## src/include/dism_pkg.sv

```systemverilog
// constants for the dual interrupt status and mask bank
package dism_pkg;

    localparam int          REG_W = 16;
    localparam int          MASK_REGS = 6;

    ////////////////////////////////////////////////////////////////////////
    // register offsets
    localparam logic [15:0] OFF_IRQ1_STATUS5       = 16'h0d04;
    localparam logic [15:0] OFF_IRQ1_SPK_FAULT     = 16'h0d05;
    localparam logic [15:0] OFF_IRQ1_MASK_BASE     = 16'h0d08;
    localparam logic [15:0] OFF_IRQ1_OUTPUT_CTRL   = 16'h0d0f;
    localparam logic [15:0] OFF_IRQ2_GPIO          = 16'h0d10;
    localparam logic [15:0] OFF_IRQ2_SPK_SEQ       = 16'h0d11;
    localparam logic [15:0] OFF_IRQ2_SYS_EVENT     = 16'h0d12;
    localparam logic [15:0] OFF_IRQ2_MASK_BASE     = 16'h0d18;
    localparam logic [15:0] OFF_IRQ2_OUTPUT_CTRL   = 16'h0d1f;
    localparam logic [15:0] OFF_IRQ1_AOD_STATUS    = 16'h0d51;
    localparam logic [15:0] OFF_IRQ1_AOD_MASK      = 16'h0d53;

    ////////////////////////////////////////////////////////////////////////
    // field positions
    localparam int          OUTPUT_MASK_BIT        = 0;
    localparam int          BOOT_FLAG_BIT          = 8;
    localparam int          LOOP1_CLOCK_GOOD_BIT   = 0;
    localparam int          STATUS5_MASK_INDEX     = 4;
    localparam int          STATUS6_MASK_INDEX     = 5;
    localparam int          GPIO_MASK_INDEX        = 0;
    localparam int          SPK_SEQ_MASK_INDEX     = 1;
    localparam int          SYS_EVENT_MASK_INDEX   = 2;

    ////////////////////////////////////////////////////////////////////////
    // reset values
    localparam logic [15:0] MASK_RESET_BOOT_REG    = 16'hfeff;
    localparam logic [15:0] MASK_RESET_OTHER       = 16'hffff;
    localparam logic [15:0] AOD_MASK_RESET         = 16'hffff;
    localparam logic        OUTPUT_MASK_RESET      = 1'b0;
    localparam logic [15:0] STATUS_RESET           = 16'h0000;

    ////////////////////////////////////////////////////////////////////////
    // capture type per status bit: rising, falling, or level event
    localparam logic [15:0] S5_RISE  = 16'h0101;
    localparam logic [15:0] S5_FALL  = 16'h0001;
    localparam logic [15:0] S6_RISE  = 16'h7000;
    localparam logic [15:0] S6_FALL  = 16'h3000;
    localparam logic [15:0] AOD_RISE = 16'h0054;
    localparam logic [15:0] AOD_FALL = 16'h00a8;
    localparam logic [15:0] G1_RISE  = 16'h000f;
    localparam logic [15:0] G1_FALL  = 16'h000f;
    localparam logic [15:0] G2_RISE  = 16'hf000;
    localparam logic [15:0] G2_FALL  = 16'h0000;
    localparam logic [15:0] G3_RISE  = 16'hebe0;
    localparam logic [15:0] G3_FALL  = 16'hc380;
    localparam logic [15:0] G3_EVENT = 16'h1000;
    localparam logic [15:0] NO_EVENT = 16'h0000;

endpackage

```

## src/include/dism_flag_if.sv

```systemverilog
// source, clear and status vectors of one sticky flag register
`timescale 1ns/1ps
interface dism_flag_if #(
    parameter int W = 16
);
    logic [W-1:0] src;
    logic [W-1:0] clr;
    logic [W-1:0] status;

    modport bank  (input src, input clr, output status);
    modport owner (output src, output clr, input status);
endinterface

```

## src/verilog/dism_top.sv

```systemverilog
// dual interrupt status and mask bank with register port and two outputs
`timescale 1ns/1ps

// Operation
// - status flags stay set until a one is written to them; zeros do nothing
// - every first-output flag has a mask bit; 0 lets it through, 1 blocks
// - boot-complete mask, and bit 8 of second-output mask register 4, reset unmasked; every other mask resets masked
// - control bit 0, reset 0, set to 1 silences the first output
// - always-on status has its own mask register, reset all ones
// - gpin5 falling sets bit 5, rising sets bit 4
// - jack detect falling sets bit 3, rising sets bit 2
// - speaker shutdown flag bit 14 sets on rising edge only
// - right and left short flags, bits 13 and 12, set on both edges
// - gpio 1 to 4 flags, bits 0 to 3, set on both edges
// - speaker off-done bits 15,14 and on-done bits 13,12 set on rising edge
// - thermal warning bit 15 and thermal bit 14 set on both edges
// - headphone sense flag bit 13 sets on rising edge
// - accessory sense flag bit 12 sets on each detection event
// - write sequencer finished flag bit 11 sets on rising edge
// - dynamics signal bit 9, rate converter locks bits 8 and 7: both edges
// - clock too slow bit 6 and too fast bit 5 set on rising edge
// - loop1 clock good flag bit 0 sets on both edges
// - second output has six per-flag mask registers, 0 unmask, 1 mask
// - second output control bit 0, reset 0, set to 1 silences it
module dism_top (
    input  wire logic        i_ref_clk,
    input  wire logic        i_rst_n,
    input  wire logic        i_ce,
    input  wire logic [15:0] i_reg_addr,
    input  wire logic        i_reg_wr,
    input  wire logic        i_reg_rd,
    input  wire logic [15:0] i_reg_wdata,
    output logic      [15:0] o_reg_rdata,
    input  wire logic        i_gpin5,
    input  wire logic        i_jack_detect,
    input  wire logic        i_mic_clamp,
    input  wire logic        i_boot_done,
    input  wire logic        i_loop1_clock_good,
    input  wire logic        i_speaker_shutdown,
    input  wire logic        i_right_speaker_short,
    input  wire logic        i_left_speaker_short,
    input  wire logic [3:0]  i_gpio,
    input  wire logic        i_right_speaker_off_done,
    input  wire logic        i_left_speaker_off_done,
    input  wire logic        i_right_speaker_on_done,
    input  wire logic        i_left_speaker_on_done,
    input  wire logic        i_speaker_thermal_warning,
    input  wire logic        i_speaker_thermal,
    input  wire logic        i_headphone_sense_done,
    input  wire logic        i_accessory_sense_event,
    input  wire logic        i_write_sequencer_done,
    input  wire logic        i_dynamics_signal,
    input  wire logic [1:0]  i_rate_converter_lock,
    input  wire logic        i_clock_too_slow,
    input  wire logic        i_clock_too_fast,
    output logic             o_irq1,
    output logic             o_irq2
);

    ////////////////////////////////////////////////////////////////////////
    // address decode helpers

    function automatic logic hit(input logic [15:0] addr, input logic [15:0] off);
        hit = (addr == off);
    endfunction

    // index of a mask register inside a six-register bank, valid flag on top
    function automatic logic [3:0] mask_slot(input logic [15:0] addr,
                                             input logic [15:0] base);
        logic [15:0] diff;
        diff = addr - base;
        if (addr >= base && diff < 16'(dism_pkg::MASK_REGS)) begin
            mask_slot = {1'b1, diff[2:0]};
        end else begin
            mask_slot = 4'h0;
        end
    endfunction

    function automatic logic [15:0] w1c(input logic sel, input logic [15:0] wdata);
        w1c = sel ? wdata : 16'h0000;
    endfunction

    ////////////////////////////////////////////////////////////////////////
    // control state

    logic [15:0] irq1_mask [dism_pkg::MASK_REGS];
    logic [15:0] irq2_mask [dism_pkg::MASK_REGS];
    logic [15:0] irq1_always_on_mask;
    logic        first_output_mask;
    logic        second_output_mask;

    wire         wr_hit_s5    = i_reg_wr && hit(i_reg_addr, dism_pkg::OFF_IRQ1_STATUS5);
    wire         wr_hit_s6    = i_reg_wr && hit(i_reg_addr, dism_pkg::OFF_IRQ1_SPK_FAULT);
    wire         wr_hit_aod   = i_reg_wr && hit(i_reg_addr, dism_pkg::OFF_IRQ1_AOD_STATUS);
    wire         wr_hit_g1    = i_reg_wr && hit(i_reg_addr, dism_pkg::OFF_IRQ2_GPIO);
    wire         wr_hit_g2    = i_reg_wr && hit(i_reg_addr, dism_pkg::OFF_IRQ2_SPK_SEQ);
    wire         wr_hit_g3    = i_reg_wr && hit(i_reg_addr, dism_pkg::OFF_IRQ2_SYS_EVENT);
    wire         wr_hit_ctl1  = i_reg_wr && hit(i_reg_addr, dism_pkg::OFF_IRQ1_OUTPUT_CTRL);
    wire         wr_hit_ctl2  = i_reg_wr && hit(i_reg_addr, dism_pkg::OFF_IRQ2_OUTPUT_CTRL);
    wire         wr_hit_aodm  = i_reg_wr && hit(i_reg_addr, dism_pkg::OFF_IRQ1_AOD_MASK);
    wire [3:0]   slot1        = mask_slot(i_reg_addr, dism_pkg::OFF_IRQ1_MASK_BASE);
    wire [3:0]   slot2        = mask_slot(i_reg_addr, dism_pkg::OFF_IRQ2_MASK_BASE);

    ////////////////////////////////////////////////////////////////////////
    // first output flag registers

    dism_flag_if #(.W(dism_pkg::REG_W)) s5_if ();
    dism_flag_if #(.W(dism_pkg::REG_W)) s6_if ();
    dism_flag_if #(.W(dism_pkg::REG_W)) aod_if ();

    assign s5_if.src = {7'h00, i_boot_done, 7'h00, i_loop1_clock_good};
    assign s5_if.clr = w1c(wr_hit_s5, i_reg_wdata);

    assign s6_if.src = {1'b0, i_speaker_shutdown, i_right_speaker_short,
                        i_left_speaker_short, 12'h000};
    assign s6_if.clr = w1c(wr_hit_s6, i_reg_wdata);

    // each gpin5, jack and clamp source feeds a falling bit and a rising bit
    assign aod_if.src = {8'h00, i_mic_clamp, i_mic_clamp, i_gpin5, i_gpin5,
                         i_jack_detect, i_jack_detect, 2'b00};
    assign aod_if.clr = w1c(wr_hit_aod, i_reg_wdata);

    dism_flag_bank #(
        .W     (dism_pkg::REG_W),
        .RISE  (dism_pkg::S5_RISE),
        .FALL  (dism_pkg::S5_FALL),
        .EVENT (dism_pkg::NO_EVENT)
    ) u_irq1_status5 (
        .i_ref_clk (i_ref_clk),
        .i_rst_n   (i_rst_n),
        .i_ce      (i_ce),
        .bus       (s5_if.bank)
    );

    dism_flag_bank #(
        .W     (dism_pkg::REG_W),
        .RISE  (dism_pkg::S6_RISE),
        .FALL  (dism_pkg::S6_FALL),
        .EVENT (dism_pkg::NO_EVENT)
    ) u_irq1_speaker_fault (
        .i_ref_clk (i_ref_clk),
        .i_rst_n   (i_rst_n),
        .i_ce      (i_ce),
        .bus       (s6_if.bank)
    );

    dism_flag_bank #(
        .W     (dism_pkg::REG_W),
        .RISE  (dism_pkg::AOD_RISE),
        .FALL  (dism_pkg::AOD_FALL),
        .EVENT (dism_pkg::NO_EVENT)
    ) u_irq1_always_on (
        .i_ref_clk (i_ref_clk),
        .i_rst_n   (i_rst_n),
        .i_ce      (i_ce),
        .bus       (aod_if.bank)
    );

    ////////////////////////////////////////////////////////////////////////
    // second output flag registers, fed by their own sources

    dism_flag_if #(.W(dism_pkg::REG_W)) g1_if ();
    dism_flag_if #(.W(dism_pkg::REG_W)) g2_if ();
    dism_flag_if #(.W(dism_pkg::REG_W)) g3_if ();

    assign g1_if.src = {12'h000, i_gpio};
    assign g1_if.clr = w1c(wr_hit_g1, i_reg_wdata);

    assign g2_if.src = {i_right_speaker_off_done, i_left_speaker_off_done,
                        i_right_speaker_on_done, i_left_speaker_on_done,
                        12'h000};
    assign g2_if.clr = w1c(wr_hit_g2, i_reg_wdata);

    assign g3_if.src = {i_speaker_thermal_warning, i_speaker_thermal,
                        i_headphone_sense_done, i_accessory_sense_event,
                        i_write_sequencer_done, 1'b0, i_dynamics_signal,
                        i_rate_converter_lock[1], i_rate_converter_lock[0],
                        i_clock_too_slow, i_clock_too_fast, 5'h00};
    assign g3_if.clr = w1c(wr_hit_g3, i_reg_wdata);

    dism_flag_bank #(
        .W     (dism_pkg::REG_W),
        .RISE  (dism_pkg::G1_RISE),
        .FALL  (dism_pkg::G1_FALL),
        .EVENT (dism_pkg::NO_EVENT)
    ) u_irq2_gpio (
        .i_ref_clk (i_ref_clk),
        .i_rst_n   (i_rst_n),
        .i_ce      (i_ce),
        .bus       (g1_if.bank)
    );

    dism_flag_bank #(
        .W     (dism_pkg::REG_W),
        .RISE  (dism_pkg::G2_RISE),
        .FALL  (dism_pkg::G2_FALL),
        .EVENT (dism_pkg::NO_EVENT)
    ) u_irq2_speaker_sequence (
        .i_ref_clk (i_ref_clk),
        .i_rst_n   (i_rst_n),
        .i_ce      (i_ce),
        .bus       (g2_if.bank)
    );

    // bit 12 is level-captured: the detector delivers a pulse per detection
    dism_flag_bank #(
        .W     (dism_pkg::REG_W),
        .RISE  (dism_pkg::G3_RISE),
        .FALL  (dism_pkg::G3_FALL),
        .EVENT (dism_pkg::G3_EVENT)
    ) u_irq2_system_event (
        .i_ref_clk (i_ref_clk),
        .i_rst_n   (i_rst_n),
        .i_ce      (i_ce),
        .bus       (g3_if.bank)
    );

    ////////////////////////////////////////////////////////////////////////
    // mask and output control registers

    always_ff @(posedge i_ref_clk or negedge i_rst_n) begin
        if (!i_rst_n) begin
            for (int i = 0; i < dism_pkg::MASK_REGS; i++) begin
                irq1_mask[i] <= (i == dism_pkg::STATUS5_MASK_INDEX) ?
                                dism_pkg::MASK_RESET_BOOT_REG :
                                dism_pkg::MASK_RESET_OTHER;
                irq2_mask[i] <= (i == dism_pkg::STATUS5_MASK_INDEX) ?
                                dism_pkg::MASK_RESET_BOOT_REG :
                                dism_pkg::MASK_RESET_OTHER;
            end
        end else if (i_ce && i_reg_wr) begin
            for (int i = 0; i < dism_pkg::MASK_REGS; i++) begin
                if (slot1 == {1'b1, 3'(i)}) begin
                    irq1_mask[i] <= i_reg_wdata;
                end
                if (slot2 == {1'b1, 3'(i)}) begin
                    irq2_mask[i] <= i_reg_wdata;
                end
            end
        end
    end

    always_ff @(posedge i_ref_clk or negedge i_rst_n) begin
        if (!i_rst_n) begin
            irq1_always_on_mask <= dism_pkg::AOD_MASK_RESET;
            first_output_mask   <= dism_pkg::OUTPUT_MASK_RESET;
            second_output_mask  <= dism_pkg::OUTPUT_MASK_RESET;
        end else if (i_ce) begin
            if (wr_hit_aodm) begin
                irq1_always_on_mask <= i_reg_wdata;
            end
            if (wr_hit_ctl1) begin
                first_output_mask <= i_reg_wdata[dism_pkg::OUTPUT_MASK_BIT];
            end
            if (wr_hit_ctl2) begin
                second_output_mask <= i_reg_wdata[dism_pkg::OUTPUT_MASK_BIT];
            end
        end
    end

    ////////////////////////////////////////////////////////////////////////
    // interrupt outputs

    dism_irq_gate #(
        .N (3 * dism_pkg::REG_W)
    ) u_irq1_gate (
        .i_ref_clk  (i_ref_clk),
        .i_rst_n    (i_rst_n),
        .i_ce       (i_ce),
        .i_status   ({aod_if.status, s6_if.status, s5_if.status}),
        .i_mask     ({irq1_always_on_mask,
                      irq1_mask[dism_pkg::STATUS6_MASK_INDEX],
                      irq1_mask[dism_pkg::STATUS5_MASK_INDEX]}),
        .i_out_mask (first_output_mask),
        .o_irq      (o_irq1)
    );

    dism_irq_gate #(
        .N (3 * dism_pkg::REG_W)
    ) u_irq2_gate (
        .i_ref_clk  (i_ref_clk),
        .i_rst_n    (i_rst_n),
        .i_ce       (i_ce),
        .i_status   ({g3_if.status, g2_if.status, g1_if.status}),
        .i_mask     ({irq2_mask[dism_pkg::SYS_EVENT_MASK_INDEX],
                      irq2_mask[dism_pkg::SPK_SEQ_MASK_INDEX],
                      irq2_mask[dism_pkg::GPIO_MASK_INDEX]}),
        .i_out_mask (second_output_mask),
        .o_irq      (o_irq2)
    );

    ////////////////////////////////////////////////////////////////////////
    // register read path; unmapped offsets read zero

    wire [15:0] rd_mask1 = slot1[3] ? irq1_mask[slot1[2:0]] : 16'h0000;
    wire [15:0] rd_mask2 = slot2[3] ? irq2_mask[slot2[2:0]] : 16'h0000;
    wire [15:0] next_rdata =
        hit(i_reg_addr, dism_pkg::OFF_IRQ1_STATUS5)     ? s5_if.status  :
        hit(i_reg_addr, dism_pkg::OFF_IRQ1_SPK_FAULT)   ? s6_if.status  :
        hit(i_reg_addr, dism_pkg::OFF_IRQ1_AOD_STATUS)  ? aod_if.status :
        hit(i_reg_addr, dism_pkg::OFF_IRQ2_GPIO)        ? g1_if.status  :
        hit(i_reg_addr, dism_pkg::OFF_IRQ2_SPK_SEQ)     ? g2_if.status  :
        hit(i_reg_addr, dism_pkg::OFF_IRQ2_SYS_EVENT)   ? g3_if.status  :
        hit(i_reg_addr, dism_pkg::OFF_IRQ1_AOD_MASK)    ? irq1_always_on_mask :
        hit(i_reg_addr, dism_pkg::OFF_IRQ1_OUTPUT_CTRL) ? {15'h0000, first_output_mask} :
        hit(i_reg_addr, dism_pkg::OFF_IRQ2_OUTPUT_CTRL) ? {15'h0000, second_output_mask} :
        (rd_mask1 | rd_mask2);

    // read data is registered so it holds steady until the next read
    always_ff @(posedge i_ref_clk or negedge i_rst_n) begin
        if (!i_rst_n) begin
            o_reg_rdata <= dism_pkg::STATUS_RESET;
        end else if (i_ce && i_reg_rd) begin
            o_reg_rdata <= next_rdata;
        end
    end

endmodule

```

## src/verilog/dism_flag_bank.sv

```systemverilog
// one register of sticky flags with per-bit edge or event capture
`timescale 1ns/1ps
module dism_flag_bank #(
    parameter int           W     = 16,
    parameter logic [W-1:0] RISE  = '0,
    parameter logic [W-1:0] FALL  = '0,
    parameter logic [W-1:0] EVENT = '0
) (
    input  wire logic i_ref_clk,
    input  wire logic i_rst_n,
    input  wire logic i_ce,
    dism_flag_if.bank bus
);
    logic [W-1:0] prev_src;
    wire  [W-1:0] rise_seen = bus.src & ~prev_src;
    wire  [W-1:0] fall_seen = ~bus.src & prev_src;
    wire  [W-1:0] set_now   = (rise_seen & RISE) | (fall_seen & FALL) | (bus.src & EVENT);
    // a new event in the clearing cycle survives the clear
    wire  [W-1:0] next_status = (bus.status & ~bus.clr) | set_now;

    always_ff @(posedge i_ref_clk or negedge i_rst_n) begin
        if (!i_rst_n) begin
            prev_src   <= '0;
            bus.status <= '0;
        end else if (i_ce) begin
            prev_src   <= bus.src;
            bus.status <= next_status;
        end
    end
endmodule

```

## src/verilog/dism_irq_gate.sv

```systemverilog
// masked reduction of a flag bank onto one registered interrupt line
`timescale 1ns/1ps
module dism_irq_gate #(
    parameter int N = 48
) (
    input  wire logic         i_ref_clk,
    input  wire logic         i_rst_n,
    input  wire logic         i_ce,
    input  wire logic [N-1:0] i_status,
    input  wire logic [N-1:0] i_mask,
    input  wire logic         i_out_mask,
    output logic              o_irq
);
    // mask bit 1 blocks its flag, output mask 1 blocks the whole line
    wire next_irq = (|(i_status & ~i_mask)) & ~i_out_mask;

    always_ff @(posedge i_ref_clk or negedge i_rst_n) begin
        if (!i_rst_n) begin
            o_irq <= 1'b0;
        end else if (i_ce) begin
            o_irq <= next_irq;
        end
    end
endmodule

```

## config.mk

```make
export PLATFORM = sky130hd
export DESIGN_NAME = dism_top
export DESIGN_NICKNAME = d
export VERILOG_FILES = /design/src/include/dism_pkg.sv /design/src/include/dism_flag_if.sv /design/src/verilog/dism_top.sv /design/src/verilog/dism_flag_bank.sv /design/src/verilog/dism_irq_gate.sv
export SDC_FILE = /design/constraint.sdc
export NUM_CORES = 1
export LEC_CHECK = 0
export BUFFER_PORTS_ARGS = -buffer_cell sky130_fd_sc_hd__buf_2
export CAP_MARGIN = 20
export CORE_ASPECT_RATIO = 0.7
export CORE_UTILIZATION = 50
export CTS_CLUSTER_SIZE = 16
export DETAILED_ROUTE_END_ITERATION = 10
export GPL_TIMING_DRIVEN = 0
export PLACE_DENSITY = 0.73
export SYNTH_ARGS = -nofsm -noshare
export SYNTH_HDL_FRONTEND = slang
export SYNTH_SLANG_ARGS = --single-unit
```

## constraint.sdc

```tcl
create_clock -name i_ref_clk -period 4 [get_ports i_ref_clk]
set_clock_uncertainty 0.2 [all_clocks]
set_input_delay 0.4 -clock i_ref_clk [delete_from_list [all_inputs] [get_ports i_ref_clk]]
set_output_delay 0.4 -clock i_ref_clk [all_outputs]
set_load 0.02 [all_outputs]
```

==> impl_metrics.xml <==
<?xml version="1.0" encoding="UTF-8"?>
<metrics>
  <group name="placed_design">
    <metric name="globalplace.congestion" unit="">1.029</metric>
    <metric name="dp.final_hpwl" unit="um">51200</metric>
    <metric name="place_ws" unit="ps">-194.0</metric>
    <metric name="place.port_buffers" unit="">69</metric>
  </group>
  <group name="sta">
    <metric name="setup_total_negative_slack" unit="ps">0</metric>
    <metric name="rsz0062_at_grt" unit="">no</metric>
    <metric name="slew_headroom" unit="%">23.64</metric>
    <metric name="finalCriticalPeriod" unit="ps">3873</metric>
    <metric name="setup_viol" unit="">0</metric>
    <metric name="max_frequency" unit="MHz">258.2</metric>
    <metric name="finalHoldWorstSlack" unit="ps">30.10</metric>
    <metric name="final.period_utilization" unit="%">96.82</metric>
    <metric name="timing.final.hold_violations" unit="">0</metric>
    <metric name="timing_max_transition_violations_final" unit="">0</metric>
    <metric name="max_slew.worst_pin.slew" unit="ps">1145</metric>
    <metric name="postLayoutSetupSlackWorst" unit="ps">127.4</metric>
  </group>
  <group name="cells_and_area">
    <metric name="reg.largest.list" unit="">irq1_mask: 96 flops, irq2_mask: 96 flops</metric>
    <metric name="flow.area_growth_from_synthesis" unit="%">13.50</metric>
    <metric name="fin_util" unit="%">58.38</metric>
    <metric name="layout_commonest_cell" unit="">dfstp_2</metric>
    <metric name="final_layout_size_suffix_gt1_share" unit="%">37.41</metric>
    <metric name="fin_nets" unit="">1757</metric>
    <metric name="mostFrequentLayoutCells" unit="">206 x dfstp_2, 156 x mux2_2, 143 x dfrtp_1, 123 x nand2_1, 113 x inv_1</metric>
  </group>
  <group name="floorplanning">
    <metric name="die_width" unit="um">229.3</metric>
    <metric name="starting_utilization_of_the_core_area" unit="%">51.44</metric>
    <metric name="die_y" unit="um">161.1</metric>
    <metric name="fp.coreArea" unit="um^2">35160</metric>
    <metric name="overall_die_area" unit="um^2">36950</metric>
    <metric name="core.rowCount" unit="">57</metric>
    <metric name="boundaryPins" unit="">81</metric>
  </group>
  <group name="grt">
    <metric name="largest_net_degree_at_the_start_of_global_routing" unit="">116</metric>
    <metric name="grt.overflow.total" unit="">0</metric>
    <metric name="wire_length_of_the_first_global_routing_pass" unit="um">99650</metric>
    <metric name="antenna_violations_before_repair" unit="">2</metric>
    <metric name="globalRouteTotalUtil" unit="%">37.48</metric>
    <metric name="grt_pass1_vias" unit="">14130</metric>
  </group>
  <group name="logic_synthesis">
    <metric name="number_of_enable_type_register_cells_in_the_synthesized_netlist" unit="">0</metric>
    <metric name="syn_inst" unit="">1554</metric>
    <metric name="synth-seq-area-share" unit="%">49.72</metric>
    <metric name="synth.yosys.warnings" unit="">0</metric>
    <metric name="ys_dominant_reg_cell" unit="">dfstp_2</metric>
    <metric name="synth_top_cells_by_area" unit="">dfstp_2 30%, dfrtp_1 20%, mux2_2 9.7%</metric>
    <metric name="synth_top_area_share" unit="%">29.93</metric>
    <metric name="number_of_nets_in_the_synthesized_netlist" unit="">1619</metric>
    <metric name="synth_top_area_cell" unit="">dfstp_2</metric>
    <metric name="synth_cell_types" unit="">89</metric>
    <metric name="synth.ff_latch_count" unit="">349</metric>
    <metric name="mapped_area" unit="um^2">18080</metric>
    <metric name="synthArstFlopShare" unit="%">100.0</metric>
    <metric name="syn-mean-instance-area" unit="um^2">11.64</metric>
  </group>
  <group name="clocking">
    <metric name="tritoncts" unit="">built</metric>
    <metric name="clk_path_buf_depth" unit="">3</metric>
    <metric name="clk_pin_slew" unit="ps">70</metric>
    <metric name="cts_hold_buf" unit="">27</metric>
    <metric name="ctsResizeCount" unit="">0</metric>
    <metric name="cts_buffers" unit="">36</metric>
    <metric name="cts.repair_timing.setup_buffer_count" unit="">0</metric>
    <metric name="htree_num_levels" unit="">2</metric>
    <metric name="clock-sinks" unit="">349</metric>
    <metric name="insertion_delay" unit="ps">550</metric>
    <metric name="ctsRootBufferMaster" unit="">clkbuf_16</metric>
  </group>
  <group name="setup_path">
    <metric name="worstRegToRegCells" unit="">4</metric>
    <metric name="worst_path_most_repeated_cell" unit="">buf_2</metric>
    <metric name="slowest_stage_cell_crit_path" unit="">clkbuf_1</metric>
    <metric name="cp_num_buf_inv" unit="">5</metric>
    <metric name="critical_path.max_fanout" unit="">10</metric>
    <metric name="data_arrival_at_the_endpoint_of_the_critical_path" unit="ps">4100</metric>
    <metric name="critical_path_depth" unit="">9</metric>
    <metric name="timing.critical_path.required" unit="ps">4220</metric>
    <metric name="timing.critical_path.cells" unit="">buf_2, buf_2, buf_2, clkbuf_1, buf_2, mux2i_1, o21ai_0, a221oi_1, nor2_1</metric>
    <metric name="worst-setup-path-type" unit="">in2reg</metric>
    <metric name="critPathCaptureType" unit="">flip-flop</metric>
    <metric name="path_delay_family" unit="">buffers and inverters</metric>
    <metric name="startpoint_type" unit="">input pin</metric>
    <metric name="critical_path.max_stage_delay" unit="ps">880</metric>
  </group>
  <group name="power_and_ir_drop">
    <metric name="net-switching-power" unit="mW">1.931</metric>
    <metric name="power_leakage" unit="nW">8.473</metric>
    <metric name="power.share.clock" unit="%">44.3</metric>
    <metric name="seq_power_share" unit="%">47.6</metric>
    <metric name="power_switching_share" unit="%">25.53</metric>
    <metric name="power.density_cell_area" unit="nW/um^2">368.5</metric>
    <metric name="vdd.ir_drop.worst" unit="mV">0.3937</metric>
    <metric name="share_comb_of_total_power" unit="%">8.1</metric>
    <metric name="p_int" unit="mW">5.633</metric>
  </group>
  <group name="outcome">
    <metric name="violations" unit="">design-rule violations</metric>
    <metric name="outcome" unit="">finished with violations</metric>
  </group>
  <group name="detailed_routing">
    <metric name="routed_vias" unit="">14490</metric>
    <metric name="post_drt_via_cell_ratio" unit="">6.609</metric>
    <metric name="routed_wl" unit="um">68230</metric>
    <metric name="met3_wirelength" unit="um">9016</metric>
    <metric name="firstDrtPassIters" unit="">11</metric>
    <metric name="drt-met1-wl" unit="um">29790</metric>
    <metric name="routed-wl-met2" unit="um">27780</metric>
    <metric name="highest-signal-layer" unit="">met4</metric>
    <metric name="dr.first_iter.drc_count" unit="">2345</metric>
    <metric name="detail-route-antenna-nets" unit="">0</metric>
    <metric name="route.detailed.drc" unit="">2</metric>
    <metric name="mean_routed_wirelength_per_cell" unit="um">31.13</metric>
  </group>
  <group name="hold_path">
    <metric name="hp-class" unit="">in2reg</metric>
    <metric name="holdPathStages" unit="">3</metric>
  </group>
  <group name="flow_run">
    <metric name="maxCapViolCount" unit="">0</metric>
  </group>
</metrics>
-- worst paths after layout --
| path | from | slack, ps | endpoint |
|---|---|---|---|
| max reg2reg | u_irq2_speaker_sequence.bus.status[15] | 1540 | o_reg_rdata[15] |
| min | i_reg_wdata[11] | 30 | u_irq2_system_event.bus.status[11] |
| max in group asynchronous | i_rst_n | 2140 | u_irq2_system_event.bus.status[8] |
| max | i_reg_addr[0] | 130 | o_reg_rdata[15] |
| min in group asynchronous | i_rst_n | 170 | u_irq1_status5.prev_src[0] |
| min reg2reg | u_irq2_speaker_sequence.prev_src[15] | 260 | u_irq2_speaker_sequence.bus.status[15] |
-- per-layer routing --
metal / global-route usage, % / up-vias
met5: 0 / -
met4: 9.182 / 0
met3: 11.35 / 144
met2: 51.72 / 949
met1: 57.04 / 7447
li1: - / 5947
-- worst min-delay path: stages --
cell     delay (ps)
buf_2           160
nand2_1          70
a32o_1          110
-- cells in the mapped netlist, types with 4 or more instances --
master / count
a32o_1: 10
clkbuf_1: 63
mux4_2: 32
nand3_1: 30
nor2_1: 66
mux2_2: 156
buf_12: 6
o21a_1: 31
and4_1: 4
buf_6: 6
inv_1: 113
a21oi_1: 35
nand4_1: 14
nand2_1: 123
mux2_4: 60
o211ai_1: 8
a21boi_0: 5
o21ai_0: 84
a31oi_1: 23
mux2i_1: 31
buf_4: 8
nor3_1: 14
dfrtp_1: 143
a22o_1: 12
o22ai_1: 35
a221oi_1: 35
mux2_1: 4
or3_1: 8
and3_1: 11
nor4_1: 5
dfstp_2: 206
and2_1: 7
nor3_4: 7
a222oi_1: 11
buf_1: 12
buf_2: 19
xor2_1: 13
nand2b_1: 20
a22oi_1: 7
-- power by group through the flow --
| stage | clock, mW | sequential, mW | combinational [mW] |
|---|---|---|---|
| floorplan | 0 | 3.66 | 0.250 |
| global placement | 0 | 3.65 | 0.557 |
| detailed placement | 0 | 3.66 | 0.571 |
| CTS | 3.36 | 3.60 | 0.593 |
| global route | 3.51 | 3.60 | 0.643 |
| finish | 3.35 | 3.60 | 0.609 |
-- metrics by stage --
stage                     power, mW  cell area, um^2  instances
after floorplan               3.914            18080       1554
after global placement        4.210            19020       2095
after detailed placement      4.228            19120       2099
after CTS                     7.557            20520       2191
after global routing          7.752            20520       2191
final                         7.564            20530       2192
-- cell families (layout without fill, tap and decap cells) --
kind of cell,after synthesis,in the layout,synth area share (%)
and+or+nand+nor,338,338,9.873
AOI/OAI and AO/OA,340,340,13.13
buffers and inverters,228,393,5.818
adders and majority gates,2,2,0.1383
muxes,283,283,20.64
xor gates and xnor gates,14,14,0.6780
other,0,1,0
DFF,349,349,49.72
-- area by class of cell --
class	count	area (um^2)
clock inverter	11	127.6
inverter	114	427.9
multi-input combinational	977	8041
fill	2909	14630
antenna	1	2.502
sequential	349	8991
buffer	114	624.3
timing repair buffer	100	711.9
clock buffer	54	1008
tap	472	590.6
Power figures use the tool's default switching activity.
